$ cat config.mk
export PLATFORM = sky130hd
export DESIGN_NAME = csf_status_top
export DESIGN_NICKNAME = d
export VERILOG_FILES = /design/src/csf_pkg.sv /design/src/csf_alu_if.sv /design/src/csf_flag_calc.sv /design/src/csf_status_top.sv
export VERILOG_INCLUDE_DIRS = /design/src
export SDC_FILE = /design/constraint.sdc
export NUM_CORES = 1
export LEC_CHECK = 0
export BUFFER_PORTS_ARGS = -buffer_cell sky130_fd_sc_hd__buf_2
export CORE_ASPECT_RATIO = 0.5
export CORE_MARGIN = 2
export CORE_UTILIZATION = 55
export DETAILED_ROUTE_END_ITERATION = 16
export PLACE_DENSITY_LB_ADDON = 0.05
export SETUP_SLACK_MARGIN = 0.05
export SLEW_MARGIN = 20
export SYNTH_ARGS = -nofsm -noshare
export SYNTH_HDL_FRONTEND = slang
export SYNTH_SLANG_ARGS = --single-unit
$ cat constraint.sdc
create_clock -name clock -period 5.2 [get_ports clock]
set_input_delay 0.26 -clock clock [delete_from_list [all_inputs] [get_ports clock]]
set_output_delay 0.26 -clock clock [all_outputs]
set_load 0.01 [all_outputs]
$ cat src/csf_defs.svh
// constants for the cpu status flag logic: offsets, fields, resets
// assumes a plain register port with word indices
`ifndef CSF_DEFS_SVH
`define CSF_DEFS_SVH

// register indices on the plain register port
`define CSF_ADDR_STATUS    4'h0
`define CSF_ADDR_CORE      4'h1
`define CSF_ADDR_INTCTL    4'h2
`define CSF_ADDR_LEVEL     4'h3

// status word field positions
`define CSF_BIT_HALF       8
`define CSF_BIT_PRIO_HI    7
`define CSF_BIT_PRIO_LO    5
`define CSF_BIT_REPEAT     4
`define CSF_BIT_NEG        3
`define CSF_BIT_WRAP       2
`define CSF_BIT_ZERO       1
`define CSF_BIT_CARRY      0

// core control and interrupt control fields
`define CSF_BIT_PRIO_TOP   3
`define CSF_BIT_NEST_DIS   15

// reset values and the priority field value for user interrupts off
`define CSF_RST_PRIO       3'h0
`define CSF_RST_FLAGS      5'h00
`define CSF_PRIO_ALL_OFF   3'h7

`endif

$ cat src/csf_pkg.sv
// types shared by the cpu status flag logic
// assumes csf_defs.svh supplies the register offsets and field positions; enum codes are set here
package csf_pkg;

    // operand size of an arithmetic update
    typedef enum logic [0:0] {
        CSF_SZ_WORD = 1'b0,
        CSF_SZ_BYTE = 1'b1
    } csf_size_t;

    // kind of arithmetic operation
    typedef enum logic [1:0] {
        CSF_OP_ADD  = 2'b00,
        CSF_OP_SUB  = 2'b01,
        CSF_OP_PASS = 2'b10
    } csf_op_t;

    // which flags an instruction may touch
    typedef struct packed {
        logic half;
        logic neg;
        logic wrap;
        logic zero;
        logic carry;
    } csf_flag_set_t;

endpackage

$ cat src/csf_alu_if.sv
// carrier between the flag calculator and the status register top
// assumes one clock domain shared by both sides
`timescale 1ns/1ps
interface csf_alu_if;
    import csf_pkg::*;
    csf_flag_set_t flags;     // computed flag values
    logic          is_zero;   // result equal to zero
    modport calc (output flags, output is_zero);
    modport user (input  flags, input  is_zero);
endinterface

$ cat src/csf_flag_calc.sv
// arithmetic flag calculator for byte or word operations
// assumes operands arrive from the datapath on the core clock
`timescale 1ns/1ps
module csf_flag_calc
    import csf_pkg::*;
(
    input  wire logic [15:0] opnd_a,
    input  wire logic [15:0] opnd_b,
    input  wire logic        carry_in,
    input  wire csf_op_t     op_kind,
    input  wire csf_size_t   op_size,
    csf_alu_if.calc          res
);
    logic [15:0] b_eff;
    logic        cin_eff;
    logic [16:0] sum;
    logic [8:0]  low_sum;
    logic [4:0]  nib_sum;
    logic        sign_a;
    logic        sign_b;
    logic        sign_r;
    logic        c_msb;

    // ***************************************************
    // adder: subtraction as a plus inverted b plus one
    // ***************************************************
    always_comb
    begin
        b_eff   = (op_kind == CSF_OP_SUB) ? ~opnd_b : opnd_b;
        cin_eff = (op_kind == CSF_OP_PASS) ? 1'b0 : carry_in;
        if (op_kind == CSF_OP_PASS)
        begin
            b_eff = 16'h0000;
        end
        sum     = {1'b0, opnd_a} + {1'b0, b_eff} + {16'h0000, cin_eff};
        low_sum = {1'b0, opnd_a[7:0]} + {1'b0, b_eff[7:0]}
                  + {8'h00, cin_eff};
        nib_sum = {1'b0, opnd_a[3:0]} + {1'b0, b_eff[3:0]}
                  + {4'h0, cin_eff};
    end

    // flags differ by operand size
    always_comb
    begin
        if (op_size == CSF_SZ_BYTE)
        begin
            sign_a          = opnd_a[7];
            sign_b          = b_eff[7];
            sign_r          = low_sum[7];
            c_msb           = low_sum[8];
            res.flags.half  = nib_sum[4];
            res.is_zero     = (low_sum[7:0] == 8'h00);
        end
        else
        begin
            sign_a          = opnd_a[15];
            sign_b          = b_eff[15];
            sign_r          = sum[15];
            c_msb           = sum[16];
            res.flags.half  = low_sum[8];
            res.is_zero     = (sum[15:0] == 16'h0000);
        end
        res.flags.neg   = sign_r;
        res.flags.wrap  = (sign_a == sign_b) && (sign_r != sign_a);
        res.flags.carry = c_msb;
        res.flags.zero  = res.is_zero;
    end
endmodule // csf_flag_calc

$ cat src/csf_status_top.sv
// cpu status word with arithmetic flags and priority level
// assumes datapath and software share one clock and sync reset
//
// Chosen here: the address-and-strobe port and the register offsets.
`timescale 1ns/1ps
`include "csf_defs.svh"

// Operation
// - half carry from bit 3 for bytes, bit 7 for words
// - three-bit priority field; 7 means user interrupts off
// - effective level is the top bit above the three-bit field
// - top bit set gives levels eight to fifteen
// - top bit set disables all user interrupts
// - nesting disable makes the priority field read only
// - repeat flag follows the repeat loop activity
// - negative flag follows result sign
// - wrap flag marks signed overflow
// - zero flag set by a zero result, cleared by a non-zero result
// - carry flag marks carry out of the top bit
module csf_status_top
    import csf_pkg::*;
(
    input  wire logic          clock,
    input  wire logic          reset_n,
    input  wire logic [3:0]    reg_addr,
    input  wire logic [15:0]   reg_wdata,
    input  wire logic          reg_write,
    input  wire logic          reg_read,
    output logic      [15:0]   reg_rdata,
    input  wire logic          upd_valid,
    input  wire logic [15:0]   opnd_a,
    input  wire logic [15:0]   opnd_b,
    input  wire csf_op_t       op_kind,
    input  wire csf_size_t     op_size,
    input  wire csf_flag_set_t upd_mask,
    input  wire logic          use_carry,
    input  wire logic          repeat_busy,
    output logic      [3:0]    priority_level,
    output logic               user_int_off
);
    // ***************************************************
    // state
    // ***************************************************
    logic [2:0]    prio_q;
    logic          prio_top_q;
    logic          nest_dis_q;
    logic          repeat_q;
    csf_flag_set_t flags_q;
    logic [15:0]   status_word;
    logic          wr_status;
    logic          carry_in;

    csf_alu_if alu ();

    // carry in from the held carry flag when chained
    assign carry_in = use_carry ? flags_q.carry :
                      (op_kind == CSF_OP_SUB);

    csf_flag_calc u_calc (
        .opnd_a   (opnd_a),
        .opnd_b   (opnd_b),
        .carry_in (carry_in),
        .op_kind  (op_kind),
        .op_size  (op_size),
        .res      (alu.calc)
    );

    assign wr_status = reg_write && (reg_addr == `CSF_ADDR_STATUS);

    // ***************************************************
    // arithmetic flags
    // ***************************************************
    // datapath update first, software write only when idle
    always_ff @(posedge clock)
    begin
        if (!reset_n)
        begin
            flags_q <= `CSF_RST_FLAGS;
        end
        else if (upd_valid)
        begin
            if (upd_mask.half)
                flags_q.half <= alu.flags.half;
            if (upd_mask.neg)
                flags_q.neg <= alu.flags.neg;
            if (upd_mask.wrap)
                flags_q.wrap <= alu.flags.wrap;
            if (upd_mask.zero && !alu.is_zero)
                flags_q.zero <= 1'b0;
            else if (upd_mask.zero)
                flags_q.zero <= 1'b1;
            if (upd_mask.carry)
                flags_q.carry <= alu.flags.carry;
        end
        else if (wr_status)
        begin
            flags_q.half  <= reg_wdata[`CSF_BIT_HALF];
            flags_q.neg   <= reg_wdata[`CSF_BIT_NEG];
            flags_q.wrap  <= reg_wdata[`CSF_BIT_WRAP];
            flags_q.zero  <= reg_wdata[`CSF_BIT_ZERO];
            flags_q.carry <= reg_wdata[`CSF_BIT_CARRY];
        end
    end

    // ***************************************************
    // priority field and control bits
    // ***************************************************
    // priority field writable unless locked or beside a flag update
    always_ff @(posedge clock)
    begin
        if (!reset_n)
        begin
            prio_q <= `CSF_RST_PRIO;
        end
        else if (wr_status && !upd_valid && !nest_dis_q)
        begin
            prio_q <= reg_wdata[`CSF_BIT_PRIO_HI:`CSF_BIT_PRIO_LO];
        end
    end

    // core control top priority bit
    always_ff @(posedge clock)
    begin
        if (!reset_n)
            prio_top_q <= 1'b0;
        else if (reg_write && (reg_addr == `CSF_ADDR_CORE))
            prio_top_q <= reg_wdata[`CSF_BIT_PRIO_TOP];
    end

    // interrupt control nesting disable bit
    always_ff @(posedge clock)
    begin
        if (!reset_n)
            nest_dis_q <= 1'b0;
        else if (reg_write && (reg_addr == `CSF_ADDR_INTCTL))
            nest_dis_q <= reg_wdata[`CSF_BIT_NEST_DIS];
    end

    // repeat flag mirrors the loop sequencer, read only
    always_ff @(posedge clock)
    begin
        if (!reset_n)
            repeat_q <= 1'b0;
        else
            repeat_q <= repeat_busy;
    end

    // ***************************************************
    // effective level and interrupt gate
    // ***************************************************
    always_ff @(posedge clock)
    begin
        if (!reset_n)
        begin
            priority_level <= 4'h0;
            user_int_off   <= 1'b0;
        end
        else
        begin
            priority_level <= {prio_top_q, prio_q};
            user_int_off   <= prio_top_q
                              || (prio_q == `CSF_PRIO_ALL_OFF);
        end
    end

    // ***************************************************
    // read port: data in the cycle after the strobe
    // ***************************************************
    always_comb
    begin
        status_word                                     = 16'h0000;
        status_word[`CSF_BIT_HALF]                      = flags_q.half;
        status_word[`CSF_BIT_PRIO_HI:`CSF_BIT_PRIO_LO]  = prio_q;
        status_word[`CSF_BIT_REPEAT]                    = repeat_q;
        status_word[`CSF_BIT_NEG]                       = flags_q.neg;
        status_word[`CSF_BIT_WRAP]                      = flags_q.wrap;
        status_word[`CSF_BIT_ZERO]                      = flags_q.zero;
        status_word[`CSF_BIT_CARRY]                     = flags_q.carry;
    end

    always_ff @(posedge clock)
    begin
        if (!reset_n)
            reg_rdata <= 16'h0000;
        else if (reg_read)
        begin
            unique case (reg_addr)
                `CSF_ADDR_STATUS: reg_rdata <= status_word;
                `CSF_ADDR_CORE:   reg_rdata <= {12'h000, prio_top_q, 3'h0};
                `CSF_ADDR_INTCTL: reg_rdata <= {nest_dis_q, 15'h0000};
                `CSF_ADDR_LEVEL:  reg_rdata <= {12'h000, prio_top_q, prio_q};
                default:          reg_rdata <= 16'h0000;
            endcase
        end
        else
            reg_rdata <= 16'h0000;
    end
endmodule // csf_status_top

# Word-level counts from Yosys, hierarchy flattened
# Index checks and enable logic that the tools add are counted.
[classes]
n_reduce_logical = 21
mux = 19
n_addsub = 6
bitwise_logic = 1
n_eq_ne = 13
[op_table]
columns = ["op", "count"]
rows = [
  ["one-hot mux 16 bit (4 select lines)", 1],
  ["2-to-1 mux 16 bit", 2],
  ["adder 16 x 16 -> 17 bit", 1],
  ["adder 17 x 1 -> 17 bit", 1],
  ["logical NOT 16 bit", 1],
  ["inverter 16 bit", 1],
  ["2-to-1 mux 1 bit", 14],
  ["AND reduction 2 bit", 6],
  ["2-to-1 mux 5 bit", 2],
  ["adder 8 x 8 -> 9 bit", 1],
  ["adder 9 x 1 -> 9 bit", 1],
  ["equality test 4 x 2 -> 1 bit (second input constant)", 2],
  ["logical NOT 8 bit", 1],
  ["!= test 2 x 1 -> 1 bit (second input constant)", 4],
  ["logical AND 1 bit", 7],
  ["adder 4 x 4 -> 5 bit", 1],
  ["adder 5 x 1 -> 5 bit", 1],
  ["equality test 4 x 1 -> 1 bit (second input constant)", 1],
  ["logical NOT 4 bit", 1],
  ["equality test 3 bit (second input constant)", 1],
  ["logical NOT 1 bit", 3],
  ["!= test 3 x 1 -> 1 bit (second input constant)", 1],
  ["equality test 2 x 1 -> 1 bit (second input constant)", 1],
  ["equality test 2 bit (second input constant)", 1],
  ["other kinds (4)", 4],
]
[totals]
wordCells = 72
input_bits = 67
output_inout_bits = 21
regBits = 32

# Logic depth before layout (Yosys ltp)
[depth]
depth_word = 11
depth_mapped = 13
depth_no_buf = 12

# By module
# From an unflattened synthesis, not the netlist that was laid out.
[unflattened]
hier_cells = 303
hier_area_um2 = 2423.6
[modules_own_cells]
columns = ["module", "cells_per_inst", "seq_area_each_um2", "area_each_um2", "n_inst"]
rows = [
  ["csf_flag_calc", 187, 0.0, 1312.5, 1],
  ["csf_status_top", 116, 520.5, 1111.1, 1],
]

# Worst setup path before layout
# No wires, ideal clock.
[synth_timing]
kind = "input to register"
startpoint = "input op_kind[0]"
endpoint = "register flags_q[1] (netlist name)"
setup_slack_ns = 1.833
required_ns = 5.142
cell_stages = 13
setup_ns = 0.058
arrival_time_ns = 3.308
n_path_buf = 2
path_cell_list = "clkbuf_1 > buf_1 > xnor2_1 > o21ai_0 > fa_1 > fa_1 > nand3_1 > a211oi_1 > nor3_1 > mux2_2 > nor4_1 > nand4_1 > nand2_1"
[synth_between]
elab_chain_len = 11
elab_cells_between_ends = 19
cone_classes = "add/sub (4); eq/ne (3); mux (7); reduce/logical (5)"
[synth_lines]
columns = ["element", "line", "rtl"]
rows = [
  ["start, declared", "csf_status_top.sv:33", "input wire csf_op_t op_kind,"],
  ["equality test 2 x 1 -> 1 bit", "csf_flag_calc.sv:29, csf_status_top.sv:57", ""],
  ["2-to-1 mux 16 bit", "csf_flag_calc.sv:29", "b_eff = (op_kind == CSF_OP_SUB) ? ~opnd_b : opnd_b;"],
  ["2-to-1 mux 16 bit", "csf_flag_calc.sv:31", "if (op_kind == CSF_OP_PASS)"],
  ["adder 16 x 16 -> 17 bit or adder 8 x 8 -> 9 bit (tied branches)", "csf_flag_calc.sv:35, csf_flag_calc.sv:36", ""],
  ["adder 17 x 1 -> 17 bit or adder 9 x 1 -> 9 bit (tied branches)", "csf_flag_calc.sv:35, csf_flag_calc.sv:37", ""],
  ["logical NOT 16 bit or logical NOT 8 bit (tied branches)", "csf_flag_calc.sv:61, csf_flag_calc.sv:52", ""],
  ["2-to-1 mux 1 bit *", "csf_flag_calc.sv:45", "if (op_size == CSF_SZ_BYTE)"],
  ["logical NOT 1 bit *", "csf_status_top.sv:88", "if (upd_mask.zero && !alu.is_zero)"],
  ["logical AND 1 bit *", "csf_status_top.sv:88", ""],
  ["!= test 3 x 1 -> 1 bit (no source line) or 2-to-1 mux 1 bit (tied branches)", "n/a", ""],
  ["AND reduction 2 bit (no source line) or 2-to-1 mux 5 bit (tied branches)", "n/a", ""],
  ["end signal, assigned", "csf_status_top.sv:78", "flags_q <= `CSF_RST_FLAGS;"],
  ["end, declared", "csf_status_top.sv:48", "csf_flag_set_t flags_q;"],
]
# Mark *: on every way between the ends. The rest lies on a longest branch, timed or not.
# A chain may end at the register's enable or synchronous reset.

# Worst setup path after layout
# Same ends and word-level chain as after synthesis.

==> results.toml <==
[cells_and_area]
fin_util = 0.649
proportion_of_layout_cells_with_a_drive_suffix_above_1 = 0.228
number_of_diodes = 0
number_of_filler_cells_placed_in_the_layout = 394
final_net_count = 472
layout.cells.most_common_list = "sky130_fd_sc_hd__buf_2, sky130_fd_sc_hd__o21ai_0, sky130_fd_sc_hd__nand2_1"
layout.cells.most_common = "sky130_fd_sc_hd__buf_2"
syn_to_final_growth_pct = 13.5

[routing]
drcViolationCount = 0
vias = 2581
ant_nets = 0
detail_route.first_pass.iterations = 5
route.detailed.vias_per_inst = 5.83
wl_um = 5990
detail_route.iter0.violations = 175
detail_route.wl_per_cell_um = 13.5

[clocking]
post_cts_clock_slew_at_the_launch_and_capture_registers_of_the_worst_setup_and_hold_paths_ns = 0.08
cts_made_buffers = 3
clkSinkCount = 26
cts_repair_resize_count = 0
htreeDepth = 1
clkLatencyLatePin_ns = 0.26
cts_buffer_depth = 2
cts_post_setup_buffers_inserted = 0
cts.root.buffer_cell = "sky130_fd_sc_hd__clkbuf_8"
tritoncts = "done"
ctsHoldBuffers = 0

[timing]
worst-slew-pin-transition_ns = 0.666
clock.fmax_mhz = 300
worst_hold_slack_ns = 0.213
slew_violations = 0
grt_setup_unrepaired = "false"
clock_period_minus_worst_slack_ns = 3.33
timing.final.setup_violations = 0
worst_slew_margin_rel = 0.556
timing.setup.tns_ns = 0
finalCritPeriodShare = 0.641
final_hold_viol_count = 0
fin_skew_ns = 0.00307

[yosys]
synth_cells = 332
yosysWarnings = 0
synth_top_area_cell = "sky130_fd_sc_hd__dfxtp_1"
synth-edff-count = 0
synth-async-reset-ratio = 0
synth.avg_cell_area_um2 = 7.59
post-synth-top-area-fraction = 0.207
synth_sequential_area_ratio = 0.207
synth-main-ff-cell = "sky130_fd_sc_hd__dfxtp_1"
synthDistinctLibCells = 66
synth.cell_area_um2 = 2520
ys_top_cells_by_area = "sky130_fd_sc_hd__dfxtp_1, sky130_fd_sc_hd__ha_1, sky130_fd_sc_hd__xnor2_1"
flip_flop_and_latch_count_after_synthesis = 26

[floorplanning]
die_area_um2 = 5170
die_height_um = 51.9
floorplan.rows = 17
width_of_the_chip_um = 99.7
start_util = 0.572
core_region_area_um2 = 4400
io_pins = 88

[grt]
grt_pass1_vias = 2176
gr-usage-all-layers = 0.229
grt-ovfl-total = 0
grt_first_pass_wirelength_um = 9650
grt_max_degree = 35
antenna_found_initial = 0

[placed_design]
placement.io_buffers = 74
gp_weighted_congestion = 0.889
hpwlAfterDp_um = 4870

[power_and_ir_drop]
intPower_uw = 368
sw_frac_of_total = 0.362
power_leakage_nw = 1.25
p_total_uw = 576
p_per_area_nw_per_um2 = 202
switching_power_uw = 208
comb_power_share = 0.460
clock_power_share = 0.185
irDropWorstVdd_mv = 0.0780
share_of_total_power_in_sequential_cells = 0.355

[flow_run]
max_cap_viol_count = 0

[critical_path]
critPathMaxFanout = 34
worst-setup-path-type = "primary input to flop"
worst-endpoint-arrival_ns = 3.54
path_cells = "buf_2, xnor2_1, o21ai_0, fa_1, fa_1, nand3_1, a211oi_1, nor3_1, mux2_2, nor4_1, nand4_1, nand2_1"
crit_slowest_cell = "sky130_fd_sc_hd__buf_2"
cpMostUsedCell = "sky130_fd_sc_hd__fa_1"
startpoint_type = "primary input"
crit_path_max_incr_delay_ns = 0.52
crit_required_ns = 5.41
worst_setup_path_end_kind = "flop"

[status]
status = "complete, no violations"

[hold_path]
timing.hold.worst.class = "primary input to flop"
==> final cells by class <==
class / instances / area (um2) / share of cell area
multi-input cells: 276 / 1830 / 0.640
repair buffers: 74 / 370 / 0.130
inverters: 7 / 26.3 / 0.00919
well taps: 57 / 71.3 / 0.0249
flip-flops and latches: 26 / 520 / 0.182
clock buffers: 3 / 41.3 / 0.0144
==> flip-flops by register name (all words and copies together) (netlist names) <==
signal	cells
nest_dis_q	1
prio_q	3
prio_top_q	1
flags_q	5
user_int_off	1
priority_level	4
repeat_q	1
reg_rdata	10
==> critical path, delay by kind of cell <==
kind            cells  cell delay [ns]
buf+inv             1             0.52
mux                 1             0.36
fa+ha+maj           2             0.95
xor+xnor            1             0.18
compound gates      2             0.25
simple gates        5             1.00
==> worst paths after layout <==
kind                                   from            to  slack [ns]  cells past startpoint
worst min-delay path            repeat_busy      repeat_q        0.21                      2
worst max-delay path             op_kind[0]    flags_q[1]        1.87                     12
worst min register to register     repeat_q  reg_rdata[4]        0.45                      1
worst max register to register   flags_q[0]    flags_q[1]        2.12                     11
==> through the flow <==
| stage | setup slack [ns] | std cells | cell area (um2) |
|---|---|---|---|
| floorplan | 1.83 | 337 | 2540 |
| global placement | 1.68 | 440 | 2820 |
| detailed placement | 1.60 | 440 | 2820 |
| CTS | 1.87 | 443 | 2860 |
| global route | 1.61 | 443 | 2860 |
| finish | 1.87 | 443 | 2860 |
==> power groups by stage <==
stage	sequential (mW)	clock (mW)	combinational, mW
global placement	0.209	0	0.255
floorplan	0.209	0	0.207
CTS	0.205	0.109	0.262
detailed placement	0.209	0	0.261
global route	0.205	0.115	0.295
finish	0.205	0.106	0.265
==> synth_stat cells, drive strengths merged (2+ instances only) <==
cell type and n:
o21ai 34, nand2 29, nand3 27, dfxtp 26, a21oi 22, xnor2 20
nor2 18, clkbuf 17, ha 15, and2 13, buf 11, inv 7
mux2i 7, nand4 6, nand3b 5, o2111ai 5, a211o 4, a21boi 4
nand2b 4, nor3 4, o211ai 4, a211oi 3, a21o 3, nor2b 3
nor4 3, a31oi 2, fa 2, nand4b 2, nor3b 2, nor4bb 2
o21a 2, o22ai 2, o311ai 2, o31ai 2, or3 2
==> logic make-up (layout without fill, tap and decap cells) <==
kind of cell	Yosys count	in the layout	share of synthesized area
compound gates	99	99	0.256
xor+xnor	20	20	0.0725
fa+ha+maj	17	17	0.0904
buf+inv	35	84	0.0745
flops	26	26	0.207
mux	8	8	0.0323
other cells	1	6	0.00149
simple gates	126	126	0.266
==> layer usage <==
layer  vias up  part of all wire  GRT usage
li1       1315                 -          -
met1      1156              0.50      0.337
met2       110              0.42      0.383
met5         -                 0          0
met3         0             0.075     0.0148
met4         0                 0     0.0297
(Power assumes the default switching activity.)
